$ cat src/include/slvl_pkg.sv
/*
 * constants, states and the state record of the secure lock, vector ram and
 * loader control block.
 * assumes: one 100 MHz clock, encryptor and random source outside the block.
 */
package slvl_pkg;

	// ------------------------------------------------------------
	// sizes and fixed values
	// ------------------------------------------------------------
	localparam int VEC_BYTES = 48; // on-chip vector ram size
	localparam logic [15:0] RESET_ADDR = 16'h0000; // logical reset address
	localparam logic [7:0] PFW_VECTOR = 8'h2b; // power-fail warning vector
	localparam int LOCK_BITS = 3; // redundant lock latch width
	localparam int KEY_BITS = 64; // encryption key width
	localparam int KEY_BYTES = 8; // random bytes per candidate key
	localparam int WIPE_WORDS = 32768; // default sram wipe length in bytes
	localparam int SCRATCH_ZERO_BYTES = 64; // loader scratchpad clear length
	localparam int SUPPLY_CUT_NS = 1000; // least supply cut on tamper
	localparam int CLK_PERIOD_NS = 10; // sys_clk period
	localparam int SUPPLY_CUT_CYC = (SUPPLY_CUT_NS + CLK_PERIOD_NS - 1) / CLK_PERIOD_NS;
	localparam logic [16:0] LFSR_SEED = 17'h1_5a5a; // dummy address seed
	localparam logic [16:0] LFSR_TAPS = 17'h1_2000; // dummy address taps

	// ------------------------------------------------------------
	// loader command letters (ascii)
	// ------------------------------------------------------------
	localparam logic [7:0] CMD_CRC = 8'h43;
	localparam logic [7:0] CMD_DUMP = 8'h44;
	localparam logic [7:0] CMD_FILL = 8'h46;
	localparam logic [7:0] CMD_GET = 8'h47;
	localparam logic [7:0] CMD_LOAD = 8'h4c;
	localparam logic [7:0] CMD_SEAL = 8'h4e;
	localparam logic [7:0] CMD_PUT = 8'h50;
	localparam logic [7:0] CMD_RDREG = 8'h52;
	localparam logic [7:0] CMD_TRACE = 8'h54;
	localparam logic [7:0] CMD_UNLOCK = 8'h55;
	localparam logic [7:0] CMD_VERIFY = 8'h56;
	localparam logic [7:0] CMD_WRREG = 8'h57;
	localparam logic [7:0] CMD_LOCK = 8'h5a;

	// ------------------------------------------------------------
	// erase sequencer states, one-hot
	// ------------------------------------------------------------
	typedef enum logic [2:0] {
		ST_IDLE = 3'b001,
		ST_WIPE = 3'b010,
		ST_REKEY = 3'b100
	} slvl_state_t;

	// ------------------------------------------------------------
	// whole state of the block except the supply synchronisers
	// ------------------------------------------------------------
	typedef struct packed {
		slvl_state_t st; // erase sequencer
		logic [LOCK_BITS-1:0] lock; // redundant lock latch
		logic [KEY_BITS-1:0] key; // active key
		logic [KEY_BITS-1:0] cand; // candidate key
		logic [3:0] cand_cnt; // random bytes captured
		logic key_live; // key loaded this session
		logic [VEC_BYTES-1:0][7:0] vec; // vector ram
		logic [15:0] wipe_addr; // sram wipe pointer
		logic [7:0] cut_cnt; // supply cut timer
		logic [2:0] tsync; // tamper synchroniser
		logic tamper_seen; // agreed tamper level, delayed
		logic [6:0] scr_cnt; // scratchpad clear pointer
		logic boot; // reset fetch pending
		logic [16:0] lfsr; // dummy address source
		logic [16:0] ext_addr;
		logic [7:0] ext_dout;
		logic ext_dout_oe;
		logic ext_ce_n;
		logic ext_rw_n;
		logic [7:0] fetch_data;
		logic fetch_valid;
		logic mem_grant;
		logic mem_refused;
		logic cmd_ack;
		logic cmd_refused;
		logic [7:0] cmd_fw; // command passed to firmware
	} slvl_reg_t;

endpackage

$ cat src/hdl/slvl_ctrl.sv
/*
 * security lock, vector ram, key and erase control of a secure controller,
 * with the loader command gate, tamper response and power-fail handling.
 * assumes: encryptor, serial loader firmware and random source sit outside;
 * supply comparators and the tamper pin are asynchronous to sys_clk.
 */
// Function
// vectors held in 48-byte on-chip ram
// reset forces fetch from address zero
// dummy external reads during vector fetches
// hex-load vectors written into vector ram
// lock command sets security lock
// hardware blocks memory access while locked
// unlock erases key at once
// unlock erases vector ram at once
// unlock then wipes external sram sequentially
// unlock ends by loading fresh key
// redundant lock, erase cannot be interrupted
// tamper input clears lock, starts erase
// tamper briefly cuts external bus supply
// loader entry clears scratchpad, captures key
// sram access only while lock clear
// thirteen loader command letters accepted
// memory commands activate new random key
// key stays constant within loader session
// power-fail warning interrupts to 2Bh
// below minimum: reset, strobes inactive high
// partition mode and peripheral space mapping
// key and lock kept over power loss
// unknown command letters are ignored
`timescale 1ns/100ps
`default_nettype none

module slvl_ctrl #(
	parameter int WIPE_LEN = slvl_pkg::WIPE_WORDS // shorten in simulation
) (
	input wire logic sys_clk,
	input wire logic srst,
	input wire logic nv_init, // backup source first applied
	input wire logic tamper_destruct_input, // async, active high
	input wire logic pfw_below, // async, supply under warning level
	input wire logic pfw_enable, // warning interrupt enable
	input wire logic vmin_below, // async, supply under minimum level
	input wire logic partition_mode_select,
	input wire logic peripheral_space_select,
	input wire logic rng_valid,
	input wire logic [7:0] rng_byte,
	input wire logic loader_entry, // pulse on loader start
	input wire logic cmd_valid,
	input wire logic [7:0] cmd_letter,
	input wire logic vec_wr,
	input wire logic [5:0] vec_wr_addr,
	input wire logic [7:0] vec_wr_data,
	input wire logic fetch_req,
	input wire logic [15:0] fetch_addr,
	input wire logic mem_req,
	input wire logic mem_we,
	input wire logic mem_is_data,
	input wire logic mem_periph,
	input wire logic [15:0] mem_addr,
	input wire logic [7:0] mem_wdata,
	output logic [16:0] ext_addr,
	output logic [7:0] ext_dout,
	output logic ext_dout_oe,
	output logic ext_ce_n,
	output logic ext_periph_ce_n,
	output logic ext_rw_n,
	output logic ext_supply_en,
	output logic [7:0] fetch_data,
	output logic fetch_valid,
	output logic cpu_pc_force,
	output logic [15:0] cpu_pc_value,
	output logic cpu_hold_reset,
	output logic pfw_irq,
	output logic [7:0] pfw_vector,
	output logic mem_grant,
	output logic mem_refused,
	output logic cmd_ack,
	output logic cmd_refused,
	output logic [7:0] cmd_fw,
	output logic locked,
	output logic erase_busy,
	output logic [63:0] key_word,
	output logic scratch_clr_we,
	output logic [6:0] scratch_clr_addr
);

	// ------------------------------------------------------------
	// state record and helpers
	// ------------------------------------------------------------
	slvl_pkg::slvl_reg_t r; // current state
	slvl_pkg::slvl_reg_t next_r; // next state

	logic [2:0] vmin_s; // power-fail minimum synchroniser
	logic [2:0] pfw_s; // power-fail warning synchroniser
	logic vmin_on; // agreed below-minimum level
	logic pfw_on; // agreed warning level
	logic tamper_on; // agreed tamper level
	logic lock_all; // every lock bit set

	// lock counts as set only while all copies agree
	function automatic logic lock_set(input logic [slvl_pkg::LOCK_BITS-1:0] l);
		lock_set = &l;
	endfunction

	// letters that need the session key before touching memory
	function automatic logic is_mem_cmd(input logic [7:0] c);
		is_mem_cmd = (c == slvl_pkg::CMD_FILL) || (c == slvl_pkg::CMD_LOAD) ||
			(c == slvl_pkg::CMD_DUMP) || (c == slvl_pkg::CMD_VERIFY) ||
			(c == slvl_pkg::CMD_CRC);
	endfunction

	// letters handed to firmware with no lock or key effect
	function automatic logic is_plain_cmd(input logic [7:0] c);
		is_plain_cmd = (c == slvl_pkg::CMD_GET) || (c == slvl_pkg::CMD_PUT) ||
			(c == slvl_pkg::CMD_RDREG) || (c == slvl_pkg::CMD_WRREG) ||
			(c == slvl_pkg::CMD_TRACE);
	endfunction

	// upper address bit: separate program/data spaces only in fixed mode
	function automatic logic bank_bit(input logic fixed_mode, input logic is_data);
		bank_bit = fixed_mode & is_data;
	endfunction

	// ------------------------------------------------------------
	// supply comparator synchronisers (no struct: restart-free on srst)
	// ------------------------------------------------------------
	// three stages each, level counts as set only while stages two and three are both set
	always_ff @(posedge sys_clk)
	begin
		vmin_s <= {vmin_s[1:0], vmin_below};
		pfw_s <= {pfw_s[1:0], pfw_below};
	end

	assign vmin_on = vmin_s[1] & vmin_s[2];
	assign pfw_on = pfw_s[1] & pfw_s[2];
	assign tamper_on = r.tsync[1] & r.tsync[2];
	assign lock_all = lock_set(r.lock);

	// ------------------------------------------------------------
	// next-state logic
	// ------------------------------------------------------------
	always_comb
	begin
		next_r = r;
		// one-cycle outputs default inactive, active-low strobes high
		next_r.mem_grant = 1'b0;
		next_r.mem_refused = 1'b0;
		next_r.cmd_ack = 1'b0;
		next_r.cmd_refused = 1'b0;
		next_r.fetch_valid = 1'b0;
		next_r.ext_ce_n = 1'b1;
		next_r.ext_rw_n = 1'b1;
		next_r.ext_dout_oe = 1'b0;
		next_r.tsync = {r.tsync[1:0], tamper_destruct_input};
		next_r.tamper_seen = tamper_on;
		// free-running source for dummy addresses
		next_r.lfsr = r.lfsr[0] ? ((r.lfsr >> 1) ^ slvl_pkg::LFSR_TAPS) : (r.lfsr >> 1);

		// random bytes fill the candidate key, eight per key
		if (rng_valid && r.cand_cnt < 4'(slvl_pkg::KEY_BYTES))
		begin
			next_r.cand = {r.cand[55:0], rng_byte};
			next_r.cand_cnt = r.cand_cnt + 4'h1;
		end

		// loader start: clear scratchpad and draw a new candidate
		if (loader_entry)
		begin
			next_r.scr_cnt = 7'(slvl_pkg::SCRATCH_ZERO_BYTES);
			next_r.cand_cnt = 4'h0;
			next_r.key_live = 1'b0; // new session
		end
		else if (r.scr_cnt != 7'h00)
		begin
			next_r.scr_cnt = r.scr_cnt - 7'h01;
		end

		// supply cut timer runs down after a tamper hit
		if (r.cut_cnt != 8'h00)
			next_r.cut_cnt = r.cut_cnt - 8'h01;

		// tamper: lock falls at once, cut supply on rising level
		if (tamper_on)
		begin
			next_r.lock = '0;
			if (!r.tamper_seen)
				next_r.cut_cnt = 8'(slvl_pkg::SUPPLY_CUT_CYC);
		end

		case (r.st)
			slvl_pkg::ST_IDLE:
			begin
				// lock copies that disagree (probing) or a rising tamper level start the erase
				if ((r.lock != '0 && !lock_all) || (tamper_on && !r.tamper_seen))
				begin
					next_r.lock = '0;
					next_r.key = '0;
					next_r.vec = '0;
					next_r.key_live = 1'b0;
					next_r.wipe_addr = 16'h0000;
					next_r.cand_cnt = 4'h0;
					next_r.st = slvl_pkg::ST_WIPE;
				end
				else if (cmd_valid)
				begin
					if (cmd_letter == slvl_pkg::CMD_UNLOCK || cmd_letter == slvl_pkg::CMD_SEAL)
					begin
						// seal and unlock both destroy everything
						next_r.lock = '0;
						next_r.key = '0;
						next_r.vec = '0;
						next_r.key_live = 1'b0;
						next_r.wipe_addr = 16'h0000;
						next_r.cand_cnt = 4'h0;
						next_r.st = slvl_pkg::ST_WIPE;
						next_r.cmd_ack = 1'b1;
						next_r.cmd_fw = cmd_letter;
					end
					else if (cmd_letter == slvl_pkg::CMD_LOCK)
					begin
						next_r.lock = '1;
						next_r.key_live = 1'b0; // session key frozen away
						next_r.cmd_ack = 1'b1;
						next_r.cmd_fw = cmd_letter;
					end
					else if (is_mem_cmd(cmd_letter))
					begin
						// refused while locked, or with no live key and no fresh candidate
						if (lock_all || (!r.key_live && r.cand_cnt != 4'(slvl_pkg::KEY_BYTES)))
							next_r.cmd_refused = 1'b1;
						else
						begin
							// only the first one of a session loads the key
							if (!r.key_live)
							begin
								next_r.key = r.cand;
								next_r.key_live = 1'b1;
							end
							next_r.cmd_ack = 1'b1;
							next_r.cmd_fw = cmd_letter;
						end
					end
					else if (is_plain_cmd(cmd_letter))
					begin
						next_r.cmd_ack = 1'b1;
						next_r.cmd_fw = cmd_letter;
					end
					// other letters: no answer, nothing changes  R23
				end
			end

			slvl_pkg::ST_WIPE:
			begin
				// commands and tamper cannot stop the walk
				next_r.ext_addr = {1'b0, r.wipe_addr};
				next_r.ext_dout = 8'h00;
				next_r.ext_dout_oe = 1'b1;
				next_r.ext_ce_n = 1'b0;
				next_r.ext_rw_n = 1'b0;
				next_r.wipe_addr = r.wipe_addr + 16'h0001;
				if (32'(r.wipe_addr) == WIPE_LEN - 1)
					next_r.st = slvl_pkg::ST_REKEY;
			end

			slvl_pkg::ST_REKEY:
			begin
				// waits for eight bytes drawn after the erase began
				if (r.cand_cnt == 4'(slvl_pkg::KEY_BYTES))
				begin
					next_r.key = r.cand;
					next_r.cand_cnt = 4'h0;
					next_r.st = slvl_pkg::ST_IDLE;
				end
			end

			default:
			begin
				next_r.st = slvl_pkg::ST_IDLE;
			end
		endcase

		// vectors from the hex file go to on-chip ram, never sram
		if (vec_wr && r.st == slvl_pkg::ST_IDLE && !lock_all &&
			32'(vec_wr_addr) < slvl_pkg::VEC_BYTES)
			next_r.vec[vec_wr_addr] = vec_wr_data;

		// bus users below the erase walk: loader memory, then fetch
		if (r.st == slvl_pkg::ST_IDLE)
		begin
			if (mem_req)
			begin
				// encryptor side also refuses, not only firmware
				if (lock_all || !r.key_live)
					next_r.mem_refused = 1'b1;
				else
				begin
					next_r.mem_grant = 1'b1;
					next_r.ext_addr = {bank_bit(partition_mode_select, mem_is_data),
						mem_addr};
					next_r.ext_dout = mem_wdata;
					next_r.ext_dout_oe = mem_we;
					next_r.ext_ce_n = 1'b0;
					next_r.ext_rw_n = !mem_we;
				end
			end
			else if (fetch_req || r.boot)
			begin
				next_r.boot = 1'b0;
				if (r.boot || 32'(fetch_addr) < slvl_pkg::VEC_BYTES)
				begin
					// vector fetch served inside, bus shows a decoy read
					next_r.fetch_data = r.boot ? r.vec[0] : r.vec[fetch_addr[5:0]];
					next_r.fetch_valid = 1'b1;
					next_r.ext_addr = r.lfsr;
					next_r.ext_ce_n = 1'b0;
				end
				else
				begin
					// ordinary program fetch passes to the bus
					next_r.ext_addr = {1'b0, fetch_addr};
					next_r.ext_ce_n = 1'b0;
				end
			end
		end

		// below minimum supply every strobe is parked high
		if (vmin_on)
		begin
			next_r.ext_ce_n = 1'b1;
			next_r.ext_rw_n = 1'b1;
			next_r.ext_dout_oe = 1'b0;
			next_r.fetch_valid = 1'b0;
			next_r.mem_grant = 1'b0;
			next_r.boot = 1'b1; // restart at zero on recovery
		end
	end

	// ------------------------------------------------------------
	// state register
	// ------------------------------------------------------------
	// lock, key and vectors are battery backed: srst leaves them alone
	always_ff @(posedge sys_clk)
	begin
		if (nv_init)
		begin
			r <= '0;
			r.st <= slvl_pkg::ST_IDLE;
			r.lfsr <= slvl_pkg::LFSR_SEED;
			r.ext_ce_n <= 1'b1;
			r.ext_rw_n <= 1'b1;
			r.boot <= 1'b1;
		end
		else if (srst)
		begin
			r <= next_r;
			r.lock <= next_r.lock;
			r.key <= next_r.key;
			r.boot <= 1'b1;
			r.fetch_valid <= 1'b0;
			r.mem_grant <= 1'b0;
			r.mem_refused <= 1'b0;
			r.cmd_ack <= 1'b0;
			r.cmd_refused <= 1'b0;
			r.scr_cnt <= 7'h00;
			r.ext_ce_n <= 1'b1;
			r.ext_rw_n <= 1'b1;
			r.ext_dout_oe <= 1'b0;
		end
		else
		begin
			r <= next_r;
		end
	end

	// ------------------------------------------------------------
	// outputs
	// ------------------------------------------------------------
	assign ext_addr = r.ext_addr;
	assign ext_dout = r.ext_dout;
	assign ext_dout_oe = r.ext_dout_oe;
	assign ext_ce_n = r.ext_ce_n;
	assign ext_rw_n = r.ext_rw_n;
	// extra data space only when the peripheral select is on
	assign ext_periph_ce_n = !(peripheral_space_select && mem_periph && r.mem_grant);
	assign ext_supply_en = (r.cut_cnt == 8'h00);
	assign fetch_data = r.fetch_data;
	assign fetch_valid = r.fetch_valid;
	assign cpu_pc_force = r.boot;
	assign cpu_pc_value = slvl_pkg::RESET_ADDR;
	assign cpu_hold_reset = vmin_on;
	// warning keeps the core running, only raises the request
	assign pfw_irq = pfw_on && pfw_enable && !vmin_on;
	assign pfw_vector = slvl_pkg::PFW_VECTOR;
	assign mem_grant = r.mem_grant;
	assign mem_refused = r.mem_refused;
	assign cmd_ack = r.cmd_ack;
	assign cmd_refused = r.cmd_refused;
	assign cmd_fw = r.cmd_fw;
	assign locked = lock_all;
	assign erase_busy = (r.st != slvl_pkg::ST_IDLE);
	assign key_word = r.key;
	assign scratch_clr_we = (r.scr_cnt != 7'h00);
	assign scratch_clr_addr = r.scr_cnt - 7'h01;

endmodule

`default_nettype wire

$ cat config.mk
export PLATFORM = sky130hd
export DESIGN_NAME = slvl_ctrl
export DESIGN_NICKNAME = d
export VERILOG_FILES = /design/src/include/slvl_pkg.sv /design/src/hdl/slvl_ctrl.sv
export SDC_FILE = /design/constraint.sdc
export NUM_CORES = 2
export LEC_CHECK = 0
export ABC_AREA = 1
export BUFFER_PORTS_ARGS = -buffer_cell sky130_fd_sc_hd__buf_2
export CAP_MARGIN = 20
export CELL_PAD_IN_SITES_DETAIL_PLACEMENT = 1
export CELL_PAD_IN_SITES_GLOBAL_PLACEMENT = 1
export CORE_MARGIN = 1.5
export CORE_UTILIZATION = 45
export DETAILED_ROUTE_END_ITERATION = 7
export MAX_ROUTING_LAYER = met4
export PLACE_DENSITY_LB_ADDON = 0.1
export SETUP_SLACK_MARGIN = 0.1
export SLEW_MARGIN = 20
export SYNTH_ARGS = -nofsm -noshare
export SYNTH_HDL_FRONTEND = slang
export SYNTH_SLANG_ARGS = --single-unit
$ cat constraint.sdc
create_clock -name sys_clk -period 4.5 [get_ports sys_clk]
set_clock_uncertainty 0.2 [all_clocks]
set_input_delay 0.225 -clock sys_clk [delete_from_list [all_inputs] [get_ports sys_clk]]
set_output_delay 0.225 -clock sys_clk [all_outputs]
set_load 0.05 [all_outputs]
==> run_results.csv <==
group,metric,value,unit
floorplan,io_pins,240,
synthesis,yosys.area.top_type_share,44.9,%
pwr,fin_total_pwr,16.9,mW
pwr,powerDensity,537,nW/um^2
sta,hold_viol,0,
status,outcome,"completed",
synthesis,yosysWarnings,0,
floorplan,row_count,91,
sta,drv_slew,0,
finish,final_cell_area,31500,um^2
placement,dp_slack,1030,ps
synthesis,netlist_top_cells_area,"dfxtp_1 45%, nand3_1 13%, nand2_1 12%",
pwr,ir_drop,0.426,mV
placement,gp_congestion,0.887,
finish,layout_commonest_cell,"nand2_1",
finish,layout_common_cells,"923 x nand2_1, 716 x nand3_1, 631 x dfxtp_1, 485 x o21ai_0, 302 x nor2_1",
synthesis,synth_top_cell_by_area,"dfxtp_1",
global_route,grt_usage,30.0,%
sta,setup_viol_count_final,0,
critical_path,reg2regPathDepth,11,
global_route,grt-ovfl-total,0,
synthesis,synth-main-ff-cell,"dfxtp_1",
sta,final.setup.tns,0,ps
critical_path,required,4800,ps
finish,syn_to_final_growth,12.0,%
route,drt_wl_total,94.8,mm
clock_network,cts_tree,"yes",
sta,timing.final.crit_period,3820,ps
floorplan,dieArea,64100,um^2
synthesis,ys_types,39,
clock_network,cts_buffer_depth,3,
critical_path,critPathArrivalTime,4120,ps
global_route,grt_pass1_vias,27200,
job,drv_cap,0,
critical_path,r2r_setup_slack,680,ps
critical_path,critPathBufInv,4,
sta,rsz0062_at_grt,"no",
finish,multiInputGateArea,12600,um^2
synthesis,synth_edf_count,0,
hold_path,min_to,"vmin_s[0]",
critical_path,reg2reg_from,"cpu_pc_force",
critical_path,cp-start-kind,"flop",
global_route,grt_max_degree,147,
synthesis,syn_inst,3908,
synthesis,yosysSeqAreaShare,44.9,%
critical_path,rr_endpoint,"ext_addr[5]",
hold_path,hp-class,"in2reg",
synthesis,ys_seq_elements,631,
floorplan,core,61800,um^2
hold_path,min_from,"vmin_below",
finish,finalCoreUtilization,51.0,%
sta,worst_slew_margin_rel,25.8,%
critical_path,cp_slowest_cell,"nor2_2",
placement,port-buffer-count,215,
critical_path,cp_num_cells,11,
floorplan,start_util,45.6,%
route,postRouteAntennaNets,0,
route,first_pass_iters,5,
finish,fillers,7832,
clock_network,cts_max_level,3,
critical_path,end_kind,"flop",
critical_path,crit_family,"buffers and inverters",
floorplan,die_x,253,um
clock_network,clock-root-buffer,"clkbuf_16",
critical_path,slowest_delay,600,ps
sta,max_freq,262,MHz
global_route,antenna_found_initial,3,
synthesis,netlist_area,28200,um^2
pwr,cellLeakagePower,12.6,nW
clock_network,clkTransAtPathRegs,60,ps
sta,fin_crit_sh,84.8,%
critical_path,crit_type,"reg2reg",
critical_path,worstPathMaxFanout,17,
synthesis,async_reset_ff_share,0,%
route,drtIter0Drc,1751,
floorplan,fp.dieH,253,um
sta,tightest_slew,1110,ps
hold_path,worstHoldPathCells,2,
route,drc,0,
synthesis,avgSynthCellArea,7.21,um^2
placement,placed_cell_area,28400,um^2
critical_path,crit_chain,"nor2_1, inv_1, nand2_1, nor2_2, inv_1, nand2_1, o21ai_0, a31oi_1, dlygate4sd3_1, a21oi_1, dlygate4sd3_1",
route,vias,26700,
global_route,grt_pass1_wl,150,mm
sta,fin_ws,682,ps
clock_network,clock_latency,620,ps
placement,hpwl,58.0,mm
route,viasPerCell,5.57,
clock_network,cts_resized,0,
clock_network,numClockSinks,631,
finish,regArea,12600,um^2
clock_network,numCtsBuffers,71,
route,wire_per_inst,19.8,um
finish,nets,4002,
finish,drive_gt1_share,10.3,%
[worst max path at each step]
stage                  from                   to  slack (ps)
2_1_floorplan         r[67]  scratch_clr_addr[6]        1890
3_3_place_gp         r[621]               r[269]        1260
3_5_place_dp   cpu_pc_force        fetch_data[5]        1030
4_1_cts        cpu_pc_force         ext_addr[14]         790
5_1_grt        cpu_pc_force         ext_addr[14]         410
6_report       cpu_pc_force          ext_addr[5]         680
[through the flow]
| stage | instances | hold slack, ps |
|---|---|---|
| after global routing | 4798 | 68.3 |
| after detailed placement | 4598 | 116 |
| after global placement | 4598 | 110 |
| after CTS | 4794 | 27.6 |
| after floorplan | 3930 | 52.7 |
| final | 4799 | 64.9 |
[power by group]
| part | switching (mW) | leakage (nW) | total [mW] | internal [mW] |
|---|---|---|---|---|
| clock | 2.39 | 1.18 | 6.00 | 3.62 |
| combinational | 3.52 | 6.35 | 4.71 | 1.19 |
| sequential | 0.238 | 5.12 | 6.24 | 6.00 |
| total | 6.14 | 12.6 | 16.9 | 10.8 |
[worst register-to-register path: cells and delay by family (launching register included)]
family	cells	cell delay (ps)
AO/OA/AOI/OAI	3	420
buffers and inverters	4	1440
flip-flops	1	550
AND/OR/NAND/NOR	4	1100
[state kept, by name (all words and copies together), names as in the netlist]
register / flops
r: 509
key_word: 64
ext_addr: 17
cmd_fw: 8
ext_dout: 8
fetch_data: 8
pfw_s: 3
vmin_s: 3
next_r: 2
cmd_ack: 1
cmd_refused: 1
cpu_pc_force: 1
ext_ce_n: 1
ext_dout_oe: 1
ext_rw_n: 1
fetch_valid: 1
mem_grant: 1
mem_refused: 1
[synth_stat cells (2+ instances only)]
library cell,instances
clkbuf_1,178
nand4_1,9
xnor2_1,4
nand2_1,933
nand3b_1,65
clkinv_1,7
buf_2,41
nor2_2,2
buf_1,24
dfxtp_1,631
mux2i_1,2
a21oi_1,59
nor4_4,6
o21ai_0,485
buf_4,131
nor4_1,7
ha_1,6
a41oi_1,9
inv_1,164
xor2_1,11
nor2_1,303
or2_2,12
nor3_1,20
nand3_1,718
o211ai_1,12
a31oi_1,10
buf_6,46
conb_1,2
[cell type report]
type	count	area share, %
diodes	4	0.0317
clock buffers	106	6.89
clock inverters	17	0.710
inverters	172	2.06
multi-input cells	2707	39.9
flip-flops and latches	631	40.1
well taps	837	3.32
repair buffers	325	7.00
[cells by family (layout without fill, tap and decap cells)]
| family | after synthesis | count (layout) | share of synthesized area (%) |
|---|---|---|---|
| DFF | 631 | 631 | 44.9 |
| other | 2 | 28 | 0.0267 |
| xor gates and xnor gates | 15 | 15 | 0.466 |
| AOI/OAI and AO/OA | 582 | 582 | 10.7 |
| muxes | 2 | 2 | 0.0711 |
| buffers and inverters | 592 | 620 | 11.0 |
| and+or+nand+nor | 2078 | 2078 | 32.5 |
| adders and majority gates | 6 | 6 | 0.267 |
[per-layer routing]
metal,wire [um],up-vias,global-route usage [%],share of wire (%)
met5,0,-,-,0
li1,-,12700,-,-
met2,46400,574,50.1,49
met3,3850,175,3.50,4.1
met4,3290,0,11.9,3.5
met1,41300,13200,37.1,44
[timing repair]
action	CTS	global route
hold endpoints to repair	85	0
setup endpoints to repair	0	0
setup buffers	0	0
hold buffers	73	0
(Power assumes the default switching activity.)
